### src/logic/usb_error_regs.vh
// register map, field positions, reset values and timing counts of the usb error block
// Functional notes
// - The top error flag is the OR of every error flag, each ANDed with its own enable.
// - Each error flag is set in the cycle its detector reports, not at the end of the token.
// - A set error flag stays set until software writes a zero into its bit position.
// - A bit stuff violation in received data sets the bit stuff flag at bit 7.
// - More than 16 bit times of idle after an end of packet with no response set the turnaround flag at bit 4.
// - A data field that is not a whole number of bytes sets the data field size flag at bit 3.
// - A failed 16-bit data CRC sets the data CRC flag at bit 2, and passing checks leave it clear.
// - A token with a bad 5-bit CRC is rejected and the token CRC flag at bit 1 is set.
// - A failed PID check field comparison sets the PID check flag at bit 0.
// - Each error source has an enable at the same bit position, letting that flag reach the top flag.
// - Error flags are set regardless of their enables, so software may poll them.
// - No bus traffic for more than 3 ms sets the bus idle flag, which signals suspend.
// - The data-line pull-up stays enabled through suspend and bus idle.
// - The top error flag is status only, follows the masked flags and ignores writes.
`ifndef USB_ERROR_REGS_VH
`define USB_ERROR_REGS_VH

// ----------------------------------------------------------------
// register byte addresses
// ----------------------------------------------------------------
`define ADDR_ERROR_FLAGS   4'h0
`define ADDR_ERROR_ENABLES 4'h4
`define ADDR_STATUS_FLAGS  4'h8
`define ADDR_CONTROL       4'hc

// ----------------------------------------------------------------
// field positions
// ----------------------------------------------------------------
`define BIT_BITSTUFF   7
`define BIT_TURNAROUND 4
`define BIT_DATAFIELD  3
`define BIT_DATA_CRC   2
`define BIT_TOKEN_CRC  1
`define BIT_PID_CHECK  0
`define ERROR_IMPL_MASK 8'h9f
`define BIT_STAT_IDLE  4
`define BIT_STAT_TOPERR 1
`define BIT_CTRL_PULLUP 0
`define BIT_CTRL_SUSPEND 1

// ----------------------------------------------------------------
// reset values
// ----------------------------------------------------------------
`define ERROR_FLAGS_RESET   8'h00
`define ERROR_ENABLES_RESET 8'h00
`define CONTROL_RESET       2'h0

// ----------------------------------------------------------------
// timing
// ----------------------------------------------------------------
`define CLK_HZ 25000000
`define IDLE_TIME_US 3000
`define IDLE_CYCLES ((`IDLE_TIME_US * (`CLK_HZ / 1000000)))
`define TURNAROUND_BIT_TIMES 16

// ----------------------------------------------------------------
// axi responses
// ----------------------------------------------------------------
`define RESP_OKAY   2'h0
`define RESP_SLVERR 2'h2

`endif

### src/logic/usb_error_interrupt_logic.v
// usb error flags, error enables, turnaround time-out and bus idle detection with an axi4-lite slave
`timescale 1ns/1ps
`include "usb_error_regs.vh"
module usb_error_interrupt_logic #(
    parameter [31:0] IDLE_CYCLES = `IDLE_CYCLES
) (
    input wire aclk,
    input wire aresetn,
    // axi4-lite slave
    input wire [3:0] s_axi_awaddr,
    input wire s_axi_awvalid,
    output reg s_axi_awready,
    input wire [31:0] s_axi_wdata,
    input wire [3:0] s_axi_wstrb,
    input wire s_axi_wvalid,
    output reg s_axi_wready,
    output reg [1:0] s_axi_bresp,
    output reg s_axi_bvalid,
    input wire s_axi_bready,
    input wire [3:0] s_axi_araddr,
    input wire s_axi_arvalid,
    output reg s_axi_arready,
    output reg [31:0] s_axi_rdata,
    output reg [1:0] s_axi_rresp,
    output reg s_axi_rvalid,
    input wire s_axi_rready,
    // detector strobes from the serial engine, same clock
    input wire bitstuff_err_det,
    input wire datafield_size_err_det,
    input wire data_crc_fail_det,
    input wire token_crc_err_det,
    input wire pid_check_fail_det,
    input wire bit_tick,
    input wire eop_seen,
    input wire response_seen,
    // raw bus activity from the transceiver pins
    input wire bus_active_pin,
    // outputs
    output reg top_error_irq_flag,
    output reg token_reject,
    output reg pullup_en,
    output reg suspend_out
);
    // ----------------------------------------------------------------
    // state
    // ----------------------------------------------------------------
    // software-visible flags, enables and control
    reg [7:0] usb_error_flags_reg;
    reg [7:0] usb_error_flags_next;
    reg [7:0] usb_error_enables_reg;
    reg bus_idle_flag_reg;
    reg bus_idle_flag_next;
    reg top_error_flag_reg;
    reg [1:0] control_reg;

    // timers behind the turnaround and idle flags
    reg [31:0] idle_count_reg;
    reg idle_seen_reg;
    reg bus_active_prev_reg;
    reg turnaround_wait_reg;
    reg [4:0] turnaround_count_reg;
    reg turnaround_expire;
    reg [7:0] error_set;

    // axi write side
    reg aw_held_reg;
    reg [3:0] aw_addr_reg;
    reg w_held_reg;
    reg [31:0] w_data_reg;
    reg [3:0] w_strb_reg;
    wire write_fire;
    wire aw_take;
    wire w_take;
    wire strb0;

    // activity level once it is safe to read
    wire bus_active;

    // ----------------------------------------------------------------
    // pin synchroniser
    // ----------------------------------------------------------------
    // the pin is asynchronous, so nothing reads it before three stages
    pin_sync3 activity_sync (
        .aclk(aclk),
        .aresetn(aresetn),
        .pin_in(bus_active_pin),
        .level_out(bus_active)
    );

    // ----------------------------------------------------------------
    // axi write channel
    // ----------------------------------------------------------------
    // a channel is taken when its valid meets our ready
    assign aw_take = s_axi_awvalid && s_axi_awready;
    assign w_take = s_axi_wvalid && s_axi_wready;
    // both halves held and no response pending
    assign write_fire = aw_held_reg && w_held_reg && !s_axi_bvalid;
    assign strb0 = w_strb_reg[0];

    // address and data taken in either order, then one response
    always @(posedge aclk) begin
        if (!aresetn) begin
            aw_held_reg <= 1'b0;
            aw_addr_reg <= 4'h0;
            w_held_reg <= 1'b0;
            w_data_reg <= 32'h00000000;
            w_strb_reg <= 4'h0;
            s_axi_awready <= 1'b0;
            s_axi_wready <= 1'b0;
            s_axi_bvalid <= 1'b0;
            s_axi_bresp <= `RESP_OKAY;
        end else begin
            s_axi_awready <= !aw_held_reg && !aw_take;
            s_axi_wready <= !w_held_reg && !w_take;
            if (aw_take) begin
                aw_held_reg <= 1'b1;
                aw_addr_reg <= s_axi_awaddr;
            end
            if (w_take) begin
                w_held_reg <= 1'b1;
                w_data_reg <= s_axi_wdata;
                w_strb_reg <= s_axi_wstrb;
            end
            if (write_fire) begin
                aw_held_reg <= 1'b0;
                w_held_reg <= 1'b0;
                s_axi_bvalid <= 1'b1;
                // unaligned places answer with an error and write nothing
                if (aw_addr_reg[1:0] != 2'h0 || aw_addr_reg > `ADDR_CONTROL) begin
                    s_axi_bresp <= `RESP_SLVERR;
                end else begin
                    s_axi_bresp <= `RESP_OKAY;
                end
            end else if (s_axi_bvalid && s_axi_bready) begin
                s_axi_bvalid <= 1'b0;
            end
        end
    end

    // ----------------------------------------------------------------
    // axi read channel
    // ----------------------------------------------------------------
    // one read at a time; arready drops while the answer waits
    always @(posedge aclk) begin
        if (!aresetn) begin
            s_axi_arready <= 1'b0;
            s_axi_rvalid <= 1'b0;
            s_axi_rdata <= 32'h00000000;
            s_axi_rresp <= `RESP_OKAY;
        end else begin
            if (s_axi_arvalid && s_axi_arready) begin
                s_axi_arready <= 1'b0;
                s_axi_rvalid <= 1'b1;
                s_axi_rresp <= `RESP_OKAY;
                if (s_axi_araddr == `ADDR_ERROR_FLAGS) begin
                    s_axi_rdata <= {24'h000000, usb_error_flags_reg & `ERROR_IMPL_MASK};
                end else if (s_axi_araddr == `ADDR_ERROR_ENABLES) begin
                    s_axi_rdata <= {24'h000000, usb_error_enables_reg & `ERROR_IMPL_MASK};
                end else if (s_axi_araddr == `ADDR_STATUS_FLAGS) begin
                    s_axi_rdata <= {27'h0000000, bus_idle_flag_reg, 2'h0,
                        top_error_flag_reg, 1'b0};
                end else if (s_axi_araddr == `ADDR_CONTROL) begin
                    s_axi_rdata <= {30'h00000000, control_reg};
                end else begin
                    // unmapped places read zero with an error
                    s_axi_rdata <= 32'h00000000;
                    s_axi_rresp <= `RESP_SLVERR;
                end
            end else if (s_axi_rvalid && s_axi_rready) begin
                s_axi_rvalid <= 1'b0;
                s_axi_arready <= 1'b1;
            // nothing pending: offer the address channel again
            end else if (!s_axi_rvalid) begin
                s_axi_arready <= 1'b1;
            end
        end
    end

    // ----------------------------------------------------------------
    // turnaround time-out
    // ----------------------------------------------------------------
    // counts bit times after an end of packet; the 17th idle bit expires
    always @* begin
        turnaround_expire = turnaround_wait_reg && bit_tick && !response_seen &&
            (turnaround_count_reg == `TURNAROUND_BIT_TIMES);
    end

    // an end of packet arms the counter, a response disarms it
    always @(posedge aclk) begin
        if (!aresetn) begin
            turnaround_wait_reg <= 1'b0;
            turnaround_count_reg <= 5'h00;
        end else if (eop_seen) begin
            turnaround_wait_reg <= 1'b1;
            turnaround_count_reg <= 5'h00;
        end else if (response_seen || turnaround_expire) begin
            turnaround_wait_reg <= 1'b0; // one time-out per packet
            turnaround_count_reg <= 5'h00;
        end else if (turnaround_wait_reg && bit_tick) begin
            turnaround_count_reg <= turnaround_count_reg + 5'h01;
        end
    end

    // ----------------------------------------------------------------
    // error flag update
    // ----------------------------------------------------------------
    // detectors set flags at once, regardless of enables
    always @* begin
        error_set = 8'h00;
        error_set[`BIT_BITSTUFF] = bitstuff_err_det;
        error_set[`BIT_TURNAROUND] = turnaround_expire;
        error_set[`BIT_DATAFIELD] = datafield_size_err_det;
        error_set[`BIT_DATA_CRC] = data_crc_fail_det;
        error_set[`BIT_TOKEN_CRC] = token_crc_err_det;
        error_set[`BIT_PID_CHECK] = pid_check_fail_det;
        // hold unless software clears or a detector sets
        usb_error_flags_next = usb_error_flags_reg;
        // writing zero clears, one is ignored
        if (write_fire && strb0 && aw_addr_reg == `ADDR_ERROR_FLAGS) begin
            usb_error_flags_next = usb_error_flags_reg & w_data_reg[7:0];
        end
        // a set in the clearing cycle wins
        usb_error_flags_next = (usb_error_flags_next | error_set) & `ERROR_IMPL_MASK;
    end

    // ----------------------------------------------------------------
    // bus idle detection
    // ----------------------------------------------------------------
    // any edge of the synchronised activity restarts the quiet timer
    always @(posedge aclk) begin
        if (!aresetn) begin
            idle_count_reg <= 32'h00000000;
            idle_seen_reg <= 1'b0;
            bus_active_prev_reg <= 1'b0;
        end else begin
            bus_active_prev_reg <= bus_active;
            // a change in either direction counts as traffic
            if (bus_active || bus_active != bus_active_prev_reg) begin
                idle_count_reg <= 32'h00000000;
                idle_seen_reg <= 1'b0;
            end else if (idle_count_reg < IDLE_CYCLES) begin
                idle_count_reg <= idle_count_reg + 32'h00000001;
            end else begin
                idle_seen_reg <= 1'b1; // past the limit: more than 3 ms
            end
        end
    end

    // idle flag sets once per quiet period; set beats a clear
    always @* begin
        bus_idle_flag_next = bus_idle_flag_reg;
        if (write_fire && strb0 && aw_addr_reg == `ADDR_STATUS_FLAGS &&
            !w_data_reg[`BIT_STAT_IDLE]) begin
            bus_idle_flag_next = 1'b0;
        end
        if (idle_count_reg == IDLE_CYCLES && !idle_seen_reg && !bus_active) begin
            bus_idle_flag_next = 1'b1;
        end
    end

    // ----------------------------------------------------------------
    // registers
    // ----------------------------------------------------------------
    // flags every cycle; enables and control only on a full low-byte write
    always @(posedge aclk) begin
        if (!aresetn) begin
            usb_error_flags_reg <= `ERROR_FLAGS_RESET;
            usb_error_enables_reg <= `ERROR_ENABLES_RESET;
            bus_idle_flag_reg <= 1'b0;
            control_reg <= `CONTROL_RESET;
        end else begin
            usb_error_flags_reg <= usb_error_flags_next;
            bus_idle_flag_reg <= bus_idle_flag_next;
            if (write_fire && strb0 && aw_addr_reg == `ADDR_ERROR_ENABLES) begin
                usb_error_enables_reg <= w_data_reg[7:0] & `ERROR_IMPL_MASK;
            end
            if (write_fire && strb0 && aw_addr_reg == `ADDR_CONTROL) begin
                control_reg <= w_data_reg[1:0];
            end
        end
    end

    // ----------------------------------------------------------------
    // top flag and outputs
    // ----------------------------------------------------------------
    // top flag is derived only, so no write path reaches it
    always @(posedge aclk) begin
        if (!aresetn) begin
            top_error_flag_reg <= 1'b0;
            top_error_irq_flag <= 1'b0;
            token_reject <= 1'b0;
            pullup_en <= 1'b0;
            suspend_out <= 1'b0;
        end else begin
            // both copies lag the masked flags by one cycle
            top_error_flag_reg <= |(usb_error_flags_reg & usb_error_enables_reg);
            top_error_irq_flag <= |(usb_error_flags_reg & usb_error_enables_reg);
            // the token is refused in the cycle after its crc fails
            token_reject <= token_crc_err_det;
            // pull-up ignores suspend and idle, only software removes it
            pullup_en <= control_reg[`BIT_CTRL_PULLUP];
            suspend_out <= control_reg[`BIT_CTRL_SUSPEND];
        end
    end
endmodule

### src/logic/pin_sync3.v
// three-stage pin synchroniser that passes a level once stages two and three agree
`timescale 1ns/1ps
module pin_sync3 (
    input wire aclk,
    input wire aresetn,
    input wire pin_in,
    output reg level_out
);
    reg stage1_reg;
    reg stage2_reg;
    reg stage3_reg;

    // stage one is only ever read by stage two, to contain metastability
    always @(posedge aclk) begin
        if (!aresetn) begin
            stage1_reg <= 1'b0;
            stage2_reg <= 1'b0;
            stage3_reg <= 1'b0;
            level_out <= 1'b0;
        end else begin
            stage1_reg <= pin_in;
            stage2_reg <= stage1_reg;
            stage3_reg <= stage2_reg;
            if (stage2_reg == stage3_reg) begin
                level_out <= stage3_reg; // filters a one-cycle glitch
            end
        end
    end
endmodule

### config.mk
export PLATFORM = sky130hd
export DESIGN_NAME = usb_error_interrupt_logic
export DESIGN_NICKNAME = d
export VERILOG_FILES = /design/src/logic/usb_error_interrupt_logic.v /design/src/logic/pin_sync3.v
export VERILOG_INCLUDE_DIRS = /design/src /design/src/logic
export SDC_FILE = /design/constraint.sdc
export NUM_CORES = 1
export LEC_CHECK = 0
export BUFFER_PORTS_ARGS = -buffer_cell sky130_fd_sc_hd__buf_2
export CAP_MARGIN = 5
export CORE_MARGIN = 10
export CORE_UTILIZATION = 49
export CTS_BUF_LIST = sky130_fd_sc_hd__clkbuf_4
export CTS_CLUSTER_DIAMETER = 200
export DETAILED_ROUTE_END_ITERATION = 16
export GPL_ROUTABILITY_DRIVEN = 1
export PLACE_DENSITY_LB_ADDON = 0.1
export SLEW_MARGIN = 15
export SYNTH_ARGS = -nofsm -noshare
export SYNTH_HDL_FRONTEND = slang
export SYNTH_SLANG_ARGS = --single-unit
### constraint.sdc
create_clock -name aclk -period 1.65 [get_ports aclk]
set_input_delay 0.165 -clock aclk [delete_from_list [all_inputs] [get_ports aclk]]
set_output_delay 0.165 -clock aclk [all_outputs]
set_load 0.05 [all_outputs]
==> metrics, run 1 <==
Clock Tree Buf Depth 2; outcome finished, violations left; Cell variety after synth 48; Critical Path AT 2230 ps; Rows 32; routability cong. 0.851; largest net degree at the start of global routing 34; fin crit share 114%; Most used DFF post-synth dfxtp_1; Cell Count Post-Placement 576; Peak VDD IR 0.000667 V; final net count 573; DPL Wire Length 6040 um; Async S/R FF share, synth 0%; wirelength, routed 8660 um; latest clock arrival within the worst-skew pair 430 ps; warnings from Yosys 0; worst path cell trace or4_4 > o21a_4 > or4_4 > a21oi_2; CTS Root Cell clkbuf_4; layout cells sized above 1 23.5%; Max Cap Viol 0; # DRC 0; Critical Path Source idle_count_reg[12]; Final Critical Period 1880 ps; Layout Utilization 62.9%; worst-path maximum fanout 5; top post-synthesis cells by count 89 x dfxtp_1, 39 x nand2_1, 31 x nor2_1, 30 x a21oi_1, 28 x buf_4; Setup crit end idle_count_reg[12]; vias per cell 5.06; Static Leak 1.99 nW; EDFF count, synth 0; Register-to-Register Setup Slack -230 ps; cell with the most instances after synthesis dfxtp_1; worst-case reg-to-reg path depth 4; power per cell area 841 mW/mm2; DR iter-0 viols 99; CTS buffer count 9; via count of the first global-routing pass 3094; starting density of the core 49.9%; Layout Skew 12.4 ps; Seq/Total Area, Yosys 46.7%; Final Non-Filler Cells 616; dpl cell area 0.00426 mm2; RSZ-0062 raised after global routing true; Place WS -175 ps; CTS Sinks 89; # port buffers 47; critical path class flip-flop to flip-flop; clk slew on worst S/H paths 130 ps; vias 3117; Area contributors post-synth dfxtp_1 47%, mux2i_1 6.6%, buf_4 5.5%; Syn Area/Cell 9.04 um2; Antenna Nets Post-Route 0; PnR Total Power 4.05 mW; GRT Total Usage 14.9%; die area 0.0117 mm2; max-slew violations 0; Area Growth Syn to Fin 26.0%; max reg flops 32; finished layout cell area 0.00481 mm2; synthesized flop and latch total 89; CP max stage cell or4_4; R2R Path Start idle_count_reg[12]; r2r endpoint idle_count_reg[12]; WHS 42.8 ps; synthesized netlist cell count 422; Mapped Area 0.00382 mm2; core area 0.00765 mm2; area share of the largest cell type after synthesis 46.7%; Die W 108 um; First-pass DRT Iterations 4; Worst Setup End Kind flip-flop; endpoints failing hold 0; crit-path most repeated cell or4_4; setup violators final 14; average wire per cell in the routed design 14.1 um; Overflow after GRT 0; area leader, netlist dfxtp_1; H-tree levels 3; final worst setup slack -226 ps; Fmax 533 MHz; die height 108 um; first-pass GRT wire length 14400 um; Worst Setup Start Kind flip-flop; TNS Setup -1470 ps; CP peak stage delay 550 ps; Req. time, crit path 2000 ps; initial antenna violation count 0; antenna fix cells 0; Fillers 643; I/O Pins 105; HP Class input pin to flip-flop; violated checks negative setup slack; CTS tree done
[final cells by class]
cell class / instances / area [um2] / area share, %
clock buffers: 9 / 67.6 / 1.40
flip-flops and latches: 89 / 1790 / 37.1
multi-input cells: 306 / 2010 / 41.8
repair buffers: 96 / 698 / 14.5
well taps: 102 / 128 / 2.65
clock inverters: 7 / 92.6 / 1.93
inverters: 7 / 26.3 / 0.546
[worst min path at each step]
stage                               from                       end  depth (start not counted)
after global placement    bus_active_pin  activity_sync.stage1_reg                          2
after global routing       s_axi_awvalid            aw_addr_reg[0]                          3
after detailed placement  bus_active_pin  activity_sync.stage1_reg                          2
after floorplan                 eop_seen       turnaround_wait_reg                          2
final                       s_axi_bready              s_axi_bvalid                          4
after CTS                   s_axi_bready              s_axi_bvalid                          4
[worst max-delay path: cells and delay by family, from the launching register on]
kind / cells / cell delay [ps]
flip-flops: 1 / 340
AND/OR/NAND/NOR: 2 / 1070
AO/OA/AOI/OAI: 2 / 410
[metal layers]
metal	vias up	part of all wire (%)	track usage (%)
met4	0	1.2	5.08
met3	10	5.0	4.10
met5	-	0	0
met1	1438	44	18.0
met2	65	50	24.8
li1	1604	-	-
[cells in the final DEF, fill, tap and decap left out, types with 19 or more instances in the layout]
cell	instances
a21oi_1	29
and2_1	25
buf_2	47
buf_4	22
conb_1	28
dfxtp_1	85
dlygate4sd3_1	19
mux2i_1	25
nand2_1	39
nand3_1	20
nor2_1	31
[power by group]
group | internal (mW) | switching (mW)
clock network | 0.612 | 0.739
registers | 2.20 | 0.0437
logic | 0.136 | 0.318
[kinds of logic after synthesis]
kind of cell / after synthesis / share of synthesized area (%)
AND/OR/NAND/NOR: 182 / 25.6
flip-flops: 89 / 46.7
AO/OA/AOI/OAI: 61 / 9.77
buffers and inverters: 55 / 8.43
multiplexers: 26 / 7.15
adder cells (fa/ha/maj): 4 / 1.31
XOR/XNOR: 4 / 0.918
other: 1 / 0.0983
[what timing repair did]
item,4_1_cts,5_1_grt
gates cloned,1,0
hold buffers,19,0
pin swaps,7,5
endpoints found under the hold margin,19,0
resized for setup,13,12
setup buffers,0,4
setup endpoints to repair,16,18
No activity file was read; power rests on OpenSTA's default activity.
==> inputs of run 2 (changes only) <==
==> constraint.sdc (replaced) <==
create_clock -name aclk -period 1.6 [get_ports aclk]
set_input_delay 0.16 -clock aclk [delete_from_list [all_inputs] [get_ports aclk]]
set_output_delay 0.16 -clock aclk [all_outputs]
set_load 0.05 [all_outputs]
==> run 2 against run 1 <==
Net effect:
- register-to-register slack barely moved
- global-route usage rose by 0.52 points
- the flow still finishes with violations (negative setup slack)
- fmax rose by 3.0%
- critical path depth rose by 1
- non-clock buffer count rose by 14
- sequential power rose by 3%
==> metrics, run 2 (synthesis gave the netlist of run 1 again) <==
routability cong. 0.814 (was 0.851); CTS Sinks 89 (unchanged); violated checks negative setup slack (unchanged); clk slew on worst S/H paths 130 ps (about the same); commonest non-fill, non-tap cell in the layout dfxtp_1 (unchanged); max-slew violations 0 (unchanged); Place WS -225 ps (was -175 ps); Antenna Nets Post-Route 0 (unchanged); fin crit share 114% (about the same); wirelength, routed 9040 um (was 8660 um); HP Class input pin to flip-flop (unchanged); I/O Pins 105 (unchanged); die area 0.0117 mm2 (unchanged); commonest cells after routing, fill and taps aside 80 x dfxtp_1, 47 x buf_2, 39 x nand2_1 (was 85 x dfxtp_1, 47 x buf_2, 39 x nand2_1); setup violators final 18 (was 14); initial antenna violation count 0 (unchanged); Rows 32 (unchanged); Overflow after GRT 0 (unchanged); Fmax 549 MHz (was 533 MHz); register area 0.00179 mm2 (about the same); PnR Total Power 4.29 mW (was 4.05 mW); Hold Path Cell Cnt 4 (unchanged); endpoints failing hold 0 (unchanged); final net count 587 (was 573); outcome finished, violations left (unchanged); TNS Setup -2860 ps (was -1470 ps); H-tree levels 3 (unchanged); via count of the first global-routing pass 3212 (was 3094); # DRC 0 (unchanged); max reg flops 32 (unchanged); worst-case reg-to-reg path depth 5 (was 4); Die W 108 um (unchanged); Peak VDD IR 0.000554 V (was 0.000667 V); layout cells sized above 1 26.9% (was 23.5%); vias 3174 (was 3117); Critical Path Source idle_count_reg[12] (unchanged); Layout Skew 18.2 ps (was 12.4 ps); Static Leak 2.08 nW (was 1.99 nW); latest clock arrival within the worst-skew pair 430 ps (about the same); Fillers 648 (was 643); Cell Count Post-Placement 590 (was 576); Area Growth Syn to Fin 30.9% (was 26.0%); first-pass GRT wire length 14900 um (was 14400 um); vias per cell 5.05 (was 5.06); die height 108 um (unchanged); Req. time, crit path 1940 ps (was 2000 ps); # port buffers 47 (unchanged); GRT Total Usage 15.4% (was 14.9%); worst-path maximum fanout 6 (was 5); core area 0.00765 mm2 (unchanged); Final Critical Period 1820 ps (was 1880 ps); R2R Path Start idle_count_reg[12] (unchanged); Clock Tree Buf Depth 2 (unchanged); Multi-input gate area 0.00206 mm2 (was 0.00201 mm2); critical path class flip-flop to flip-flop (unchanged); CTS Root Cell clkbuf_4 (unchanged); Layout Utilization 65.3% (was 62.9%); starting density of the core 49.9% (unchanged); CTS tree done (unchanged); First-pass DRT Iterations 4 (unchanged); Worst Setup End Kind flip-flop (unchanged); RSZ-0062 raised after global routing true (unchanged); critical hold path startpoint s_axi_bready (unchanged); Final Non-Filler Cells 629 (was 616); antenna fix cells 0 (unchanged); Critical Path AT 2160 ps (was 2230 ps); average wire per cell in the routed design 14.4 um (was 14.1 um); Worst Setup Start Kind flip-flop (unchanged); DR iter-0 viols 103 (was 99); DPL Wire Length 6270 um (was 6040 um); largest net degree at the start of global routing 34 (unchanged); final worst setup slack -221 ps (was -226 ps); Max Cap Viol 0 (unchanged); power per cell area 860 mW/mm2 (was 841 mW/mm2); CTS buffer count 9 (unchanged)
-- run 2: cell types whose count changed in the layout (fill, tap and decap cells not counted), moves of 2 or more --
cell	change
dfxtp_1	-5
dfxtp_2	+5
clkinvlp_4	-2
buf_4	+13
a21oi_2	+2
nor4_4	+2
a21oi_1	-2
-- run 2: cell type report --
type	instances	area share, %
Clock buffer	9	1.35
Clock inverter	6	2.15
Inverter	7	0.526
Multi-Input combinational cell	306	41.3
Sequential cell	89	35.9
Tap cell	102	2.56
Timing Repair Buffer	110	16.2
-- run 2: critical path, stage by stage, from the launching register on --
cell and delay [ps]:
dfxtp_2 340, or4_4 560, o21a_4 250, buf_12 140
o31a_4 260, o21a_1 180
-- run 2: path summary, 6_finish.rpt --
check                             endpoint  slack, ps
setup / recovery        idle_count_reg[13]       -220
hold / removal                s_axi_bvalid         40
setup reg to reg        idle_count_reg[13]       -220
hold reg to reg   activity_sync.stage2_reg        470
-- run 2: through the flow --
step	hold WS (ps)	instance area, um2
after global placement	372	4390
after floorplan	269	3990
final	35.0	4990
after detailed placement	376	4390
after global routing	14.3	4990
after CTS	7.99	4880
-- run 2: power by group --
part           total, mW  leakage [nW]  switching (mW)  internal, mW
Sequential          2.31         0.727          0.0467          2.27
Clock               1.51        0.0934           0.731         0.779
Combinational      0.471          1.26           0.330         0.142
Total               4.29          2.08            1.11          3.19
-- run 2: per-layer routing --
layer  GRT usage (%)  part of all wire (%)  up-vias
li1                -                     -     1624
met3            4.28                   4.7        9
met4            4.33                   1.2        0
met5               0                     0        -
met2            27.3                    52       61
met1            17.7                    42     1480
-- run 2: repair_timing --
action | in CTS | in global routing
endpoints found under the hold margin | 20 | 0
hold buffers | 20 | 0
gates cloned | 1 | 0
setup endpoints to repair | 19 | 19
pin swaps | 11 | 3
resized for setup | 17 | 21
setup buffers | 1 | 2
==> inputs of run 3 (changes only) <==
--- a/config.mk
+++ b/config.mk
@@ -9,11 +9,12 @@
 export BUFFER_PORTS_ARGS = -buffer_cell sky130_fd_sc_hd__buf_2
 export CAP_MARGIN = 5
 export CORE_MARGIN = 10
-export CORE_UTILIZATION = 49
+export CORE_UTILIZATION = 25
 export CTS_BUF_LIST = sky130_fd_sc_hd__clkbuf_4
 export CTS_CLUSTER_DIAMETER = 200
 export DETAILED_ROUTE_END_ITERATION = 16
 export GPL_ROUTABILITY_DRIVEN = 1
+export MAX_ROUTING_LAYER = met4
 export PLACE_DENSITY_LB_ADDON = 0.1
 export SLEW_MARGIN = 15
 export SYNTH_ARGS = -nofsm -noshare
==> constraint.sdc (replaced) <==
create_clock -name aclk -period 1.55 [get_ports aclk]
set_input_delay 0.155 -clock aclk [delete_from_list [all_inputs] [get_ports aclk]]
set_output_delay 0.155 -clock aclk [all_outputs]
set_load 0.05 [all_outputs]
==> run 3 against run 2 <==
Net effect:
- the run still ends with negative setup slack left
- final cell count is 19% higher
- non-clock buffer count is 30 higher
- clock power is 7% lower
- flip-flop and latch count stayed put
- first-iteration DRC count is 1.9% lower
- wire length is 12% higher
- via count is 3.2% higher
- worst setup slack worse by 130 ps
- sequential power is 3% higher
- count of clock-buffer cells in the layout is 1 higher
- cell area is 6.5% higher
==> metrics, run 3 (synthesis gave the netlist of run 1 again) <==
DR iter-0 viols 101 (was 103); I/O Pins 105 (unchanged); Die W 144 um (was 108 um); Rows 45 (was 32); Worst Setup End Kind flip-flop (unchanged); commonest cells after routing, fill and taps aside 81 x dfxtp_1, 47 x buf_2, 47 x buf_4 (was 80 x dfxtp_1, 47 x buf_2, 39 x nand2_1); CP max stage cell or4_4 (unchanged); Fillers 1588 (was 648); RSZ-0062 raised after global routing true (unchanged); CTS buffer count 9 (unchanged); vias per cell 4.39 (was 5.05); clock power share 32.6% (was 35.1%); max-slew violations 0 (unchanged); Max Cap Viol 0 (unchanged); switch share 29.5% (was 25.8%); net switching power 1.27 mW (was 1.11 mW); final net count 617 (was 587); Static Leak 2.17 nW (was 2.08 nW); endpoints failing hold 0 (unchanged); Clock Tree Buf Depth 2 (unchanged); H-tree levels 3 (unchanged); largest net degree at the start of global routing 36 (was 34); Final Critical Period 1900 ps (was 1820 ps); worst slew pin tran 497 ps; initial antenna violation count 0 (unchanged); HP Class input pin to flip-flop (unchanged); setup violators final 18 (unchanged); final worst setup slack -352 ps (was -221 ps); CP peak stage delay 560 ps (about the same); power per cell area 812 mW/mm2 (was 860 mW/mm2); worst path cell trace or4_4 > o21a_4 > buf_6 > o31a_2 > o21a_1 (was or4_4 > o21a_4 > buf_12 > o31a_4 > o21a_1); Layout Skew 11.7 ps (was 18.2 ps); first-pass GRT wire length 16900 um (was 14900 um); die area 0.0206 mm2 (was 0.0117 mm2); finished layout cell area 0.00532 mm2 (was 0.00499 mm2); # DRC 0 (unchanged); Overflow after GRT 0 (unchanged); routability cong. 0.735 (was 0.814); Req. time, crit path 1910 ps (was 1940 ps); max reg flops 32 (unchanged); DPL Wire Length 7190 um (was 6270 um); outcome finished, violations left (unchanged); Peak VDD IR 0.000590 V (was 0.000554 V); latest clock arrival within the worst-skew pair 460 ps (was 430 ps); clk slew on worst S/H paths 140 ps (was 130 ps); Area Growth Syn to Fin 39.3% (was 30.9%); Critical Path AT 2270 ps (was 2160 ps); # port buffers 47 (unchanged); Place WS -356 ps (was -225 ps); wirelength, routed 10100 um (was 9040 um); CTS tree done (unchanged); antenna fix cells 0 (unchanged); Fmax 526 MHz (was 549 MHz); Comb pwr share 12.1% (was 11.0%); dpl cell area 0.00456 mm2 (was 0.00439 mm2); layout cells sized above 1 28.7% (was 26.9%); fin crit share 123% (was 114%); CTS Root Cell clkbuf_4 (unchanged); starting density of the core 25.3% (was 49.9%); Int Pwr 3.04 mW (was 3.19 mW); critical path class flip-flop to flip-flop (unchanged); core area 0.0151 mm2 (was 0.00765 mm2); average wire per cell in the routed design 13.6 um (was 14.4 um); violated checks negative setup slack (unchanged); First-pass DRT Iterations 4 (unchanged); sequential power share 55.4% (was 53.9%); worst-path maximum fanout 6 (unchanged); CTS Sinks 89 (unchanged); GRT Total Usage 10.4% (was 15.4%); vias 3276 (was 3174); commonest non-fill, non-tap cell in the layout dfxtp_1 (unchanged); Antenna Nets Post-Route 0 (unchanged); die height 144 um (was 108 um); via count of the first global-routing pass 3300 (was 3212); Slew headroom 66.6%; Worst Setup Start Kind flip-flop (unchanged)
[run 3: cell types whose count changed in the layout (fill, tap and decap cells not counted), moves of 2 or more]
cell           previous run  this run
buf_6                     5        11
inv_6                     0         3
buf_12                    2         0
nor4_4                   10         8
nor4_2                    2         4
buf_4                    35        47
bufinv_16                 3         1
dlygate4sd3_1            20        35
[run 3: layout make-up]
type | count | area (um2) | share of cell area [%]
well taps | 188 | 235 | 4.42
clock buffers | 10 | 75.1 | 1.41
repair buffers | 140 | 1060 | 20.0
multi-input cells | 306 | 2050 | 38.6
flip-flops and latches | 89 | 1790 | 33.7
clock inverters | 6 | 72.6 | 1.36
inverters | 7 | 26.3 | 0.494
[run 3: routing by layer]
| layer | global-route usage, % | part of all wire (%) | vias to the layer above |
|---|---|---|---|
| met5 | - | 0 | - |
| met2 | 16.7 | 48 | 54 |
| li1 | - | - | 1691 |
| met1 | 12.8 | 48 | 1526 |
| met4 | 2.42 | 0.91 | 0 |
| met3 | 3.04 | 3.4 | 5 |
[run 3: path summary, 6_finish.rpt]
path,slack [ps],from,to,cells after the start
worst max-delay path,-350,idle_count_reg[11],idle_count_reg[13],5
worst min-delay path,40,s_axi_araddr[0],s_axi_rresp[1],3
worst max register to register,-350,idle_count_reg[11],idle_count_reg[13],5
worst min register to register,460,activity_sync.stage1_reg,activity_sync.stage2_reg,1
[run 3: power groups by stage]
stage	registers (mW)	clock network [mW]	logic, mW
finish	2.39	1.41	0.521
global route	2.40	1.56	0.571
CTS	2.39	1.48	0.519
detailed placement	2.44	0	0.454
global placement	2.44	0	0.452
floorplan	2.47	0	0.351
[run 3: what timing repair did]
action	CTS	global route
resized for setup	25	18
setup endpoints to repair	19	21
gates cloned	1	0
hold endpoints to repair	27	0
pin swaps	3	9
setup buffers	2	4
hold buffers	35	0
[run 3: critical path: cells and delay by family, from the launching register on]
family,cells,cell delay (ps)
AO/OA/AOI/OAI,3,770
buffers and inverters,1,130
flip-flops,1,350
AND/OR/NAND/NOR,1,560
[run 3: through the flow]
stage / util (%) / instances / hold WS [ps] / total power [mW] / setup TNS, ps
2_1_floorplan: - / 449 / 264 / 2.82 / -1650
3_3_place_gp: 30.2 / 688 / 377 / 2.89 / -4480
3_5_place_dp: 30.2 / 688 / 377 / 2.89 / -5080
4_1_cts: 34.4 / 742 / 3.28 / 4.39 / -4680
5_1_grt: 35.2 / 746 / 13.0 / 4.53 / -5980
6_report: 35.2 / 746 / 38.2 / 4.32 / -4230
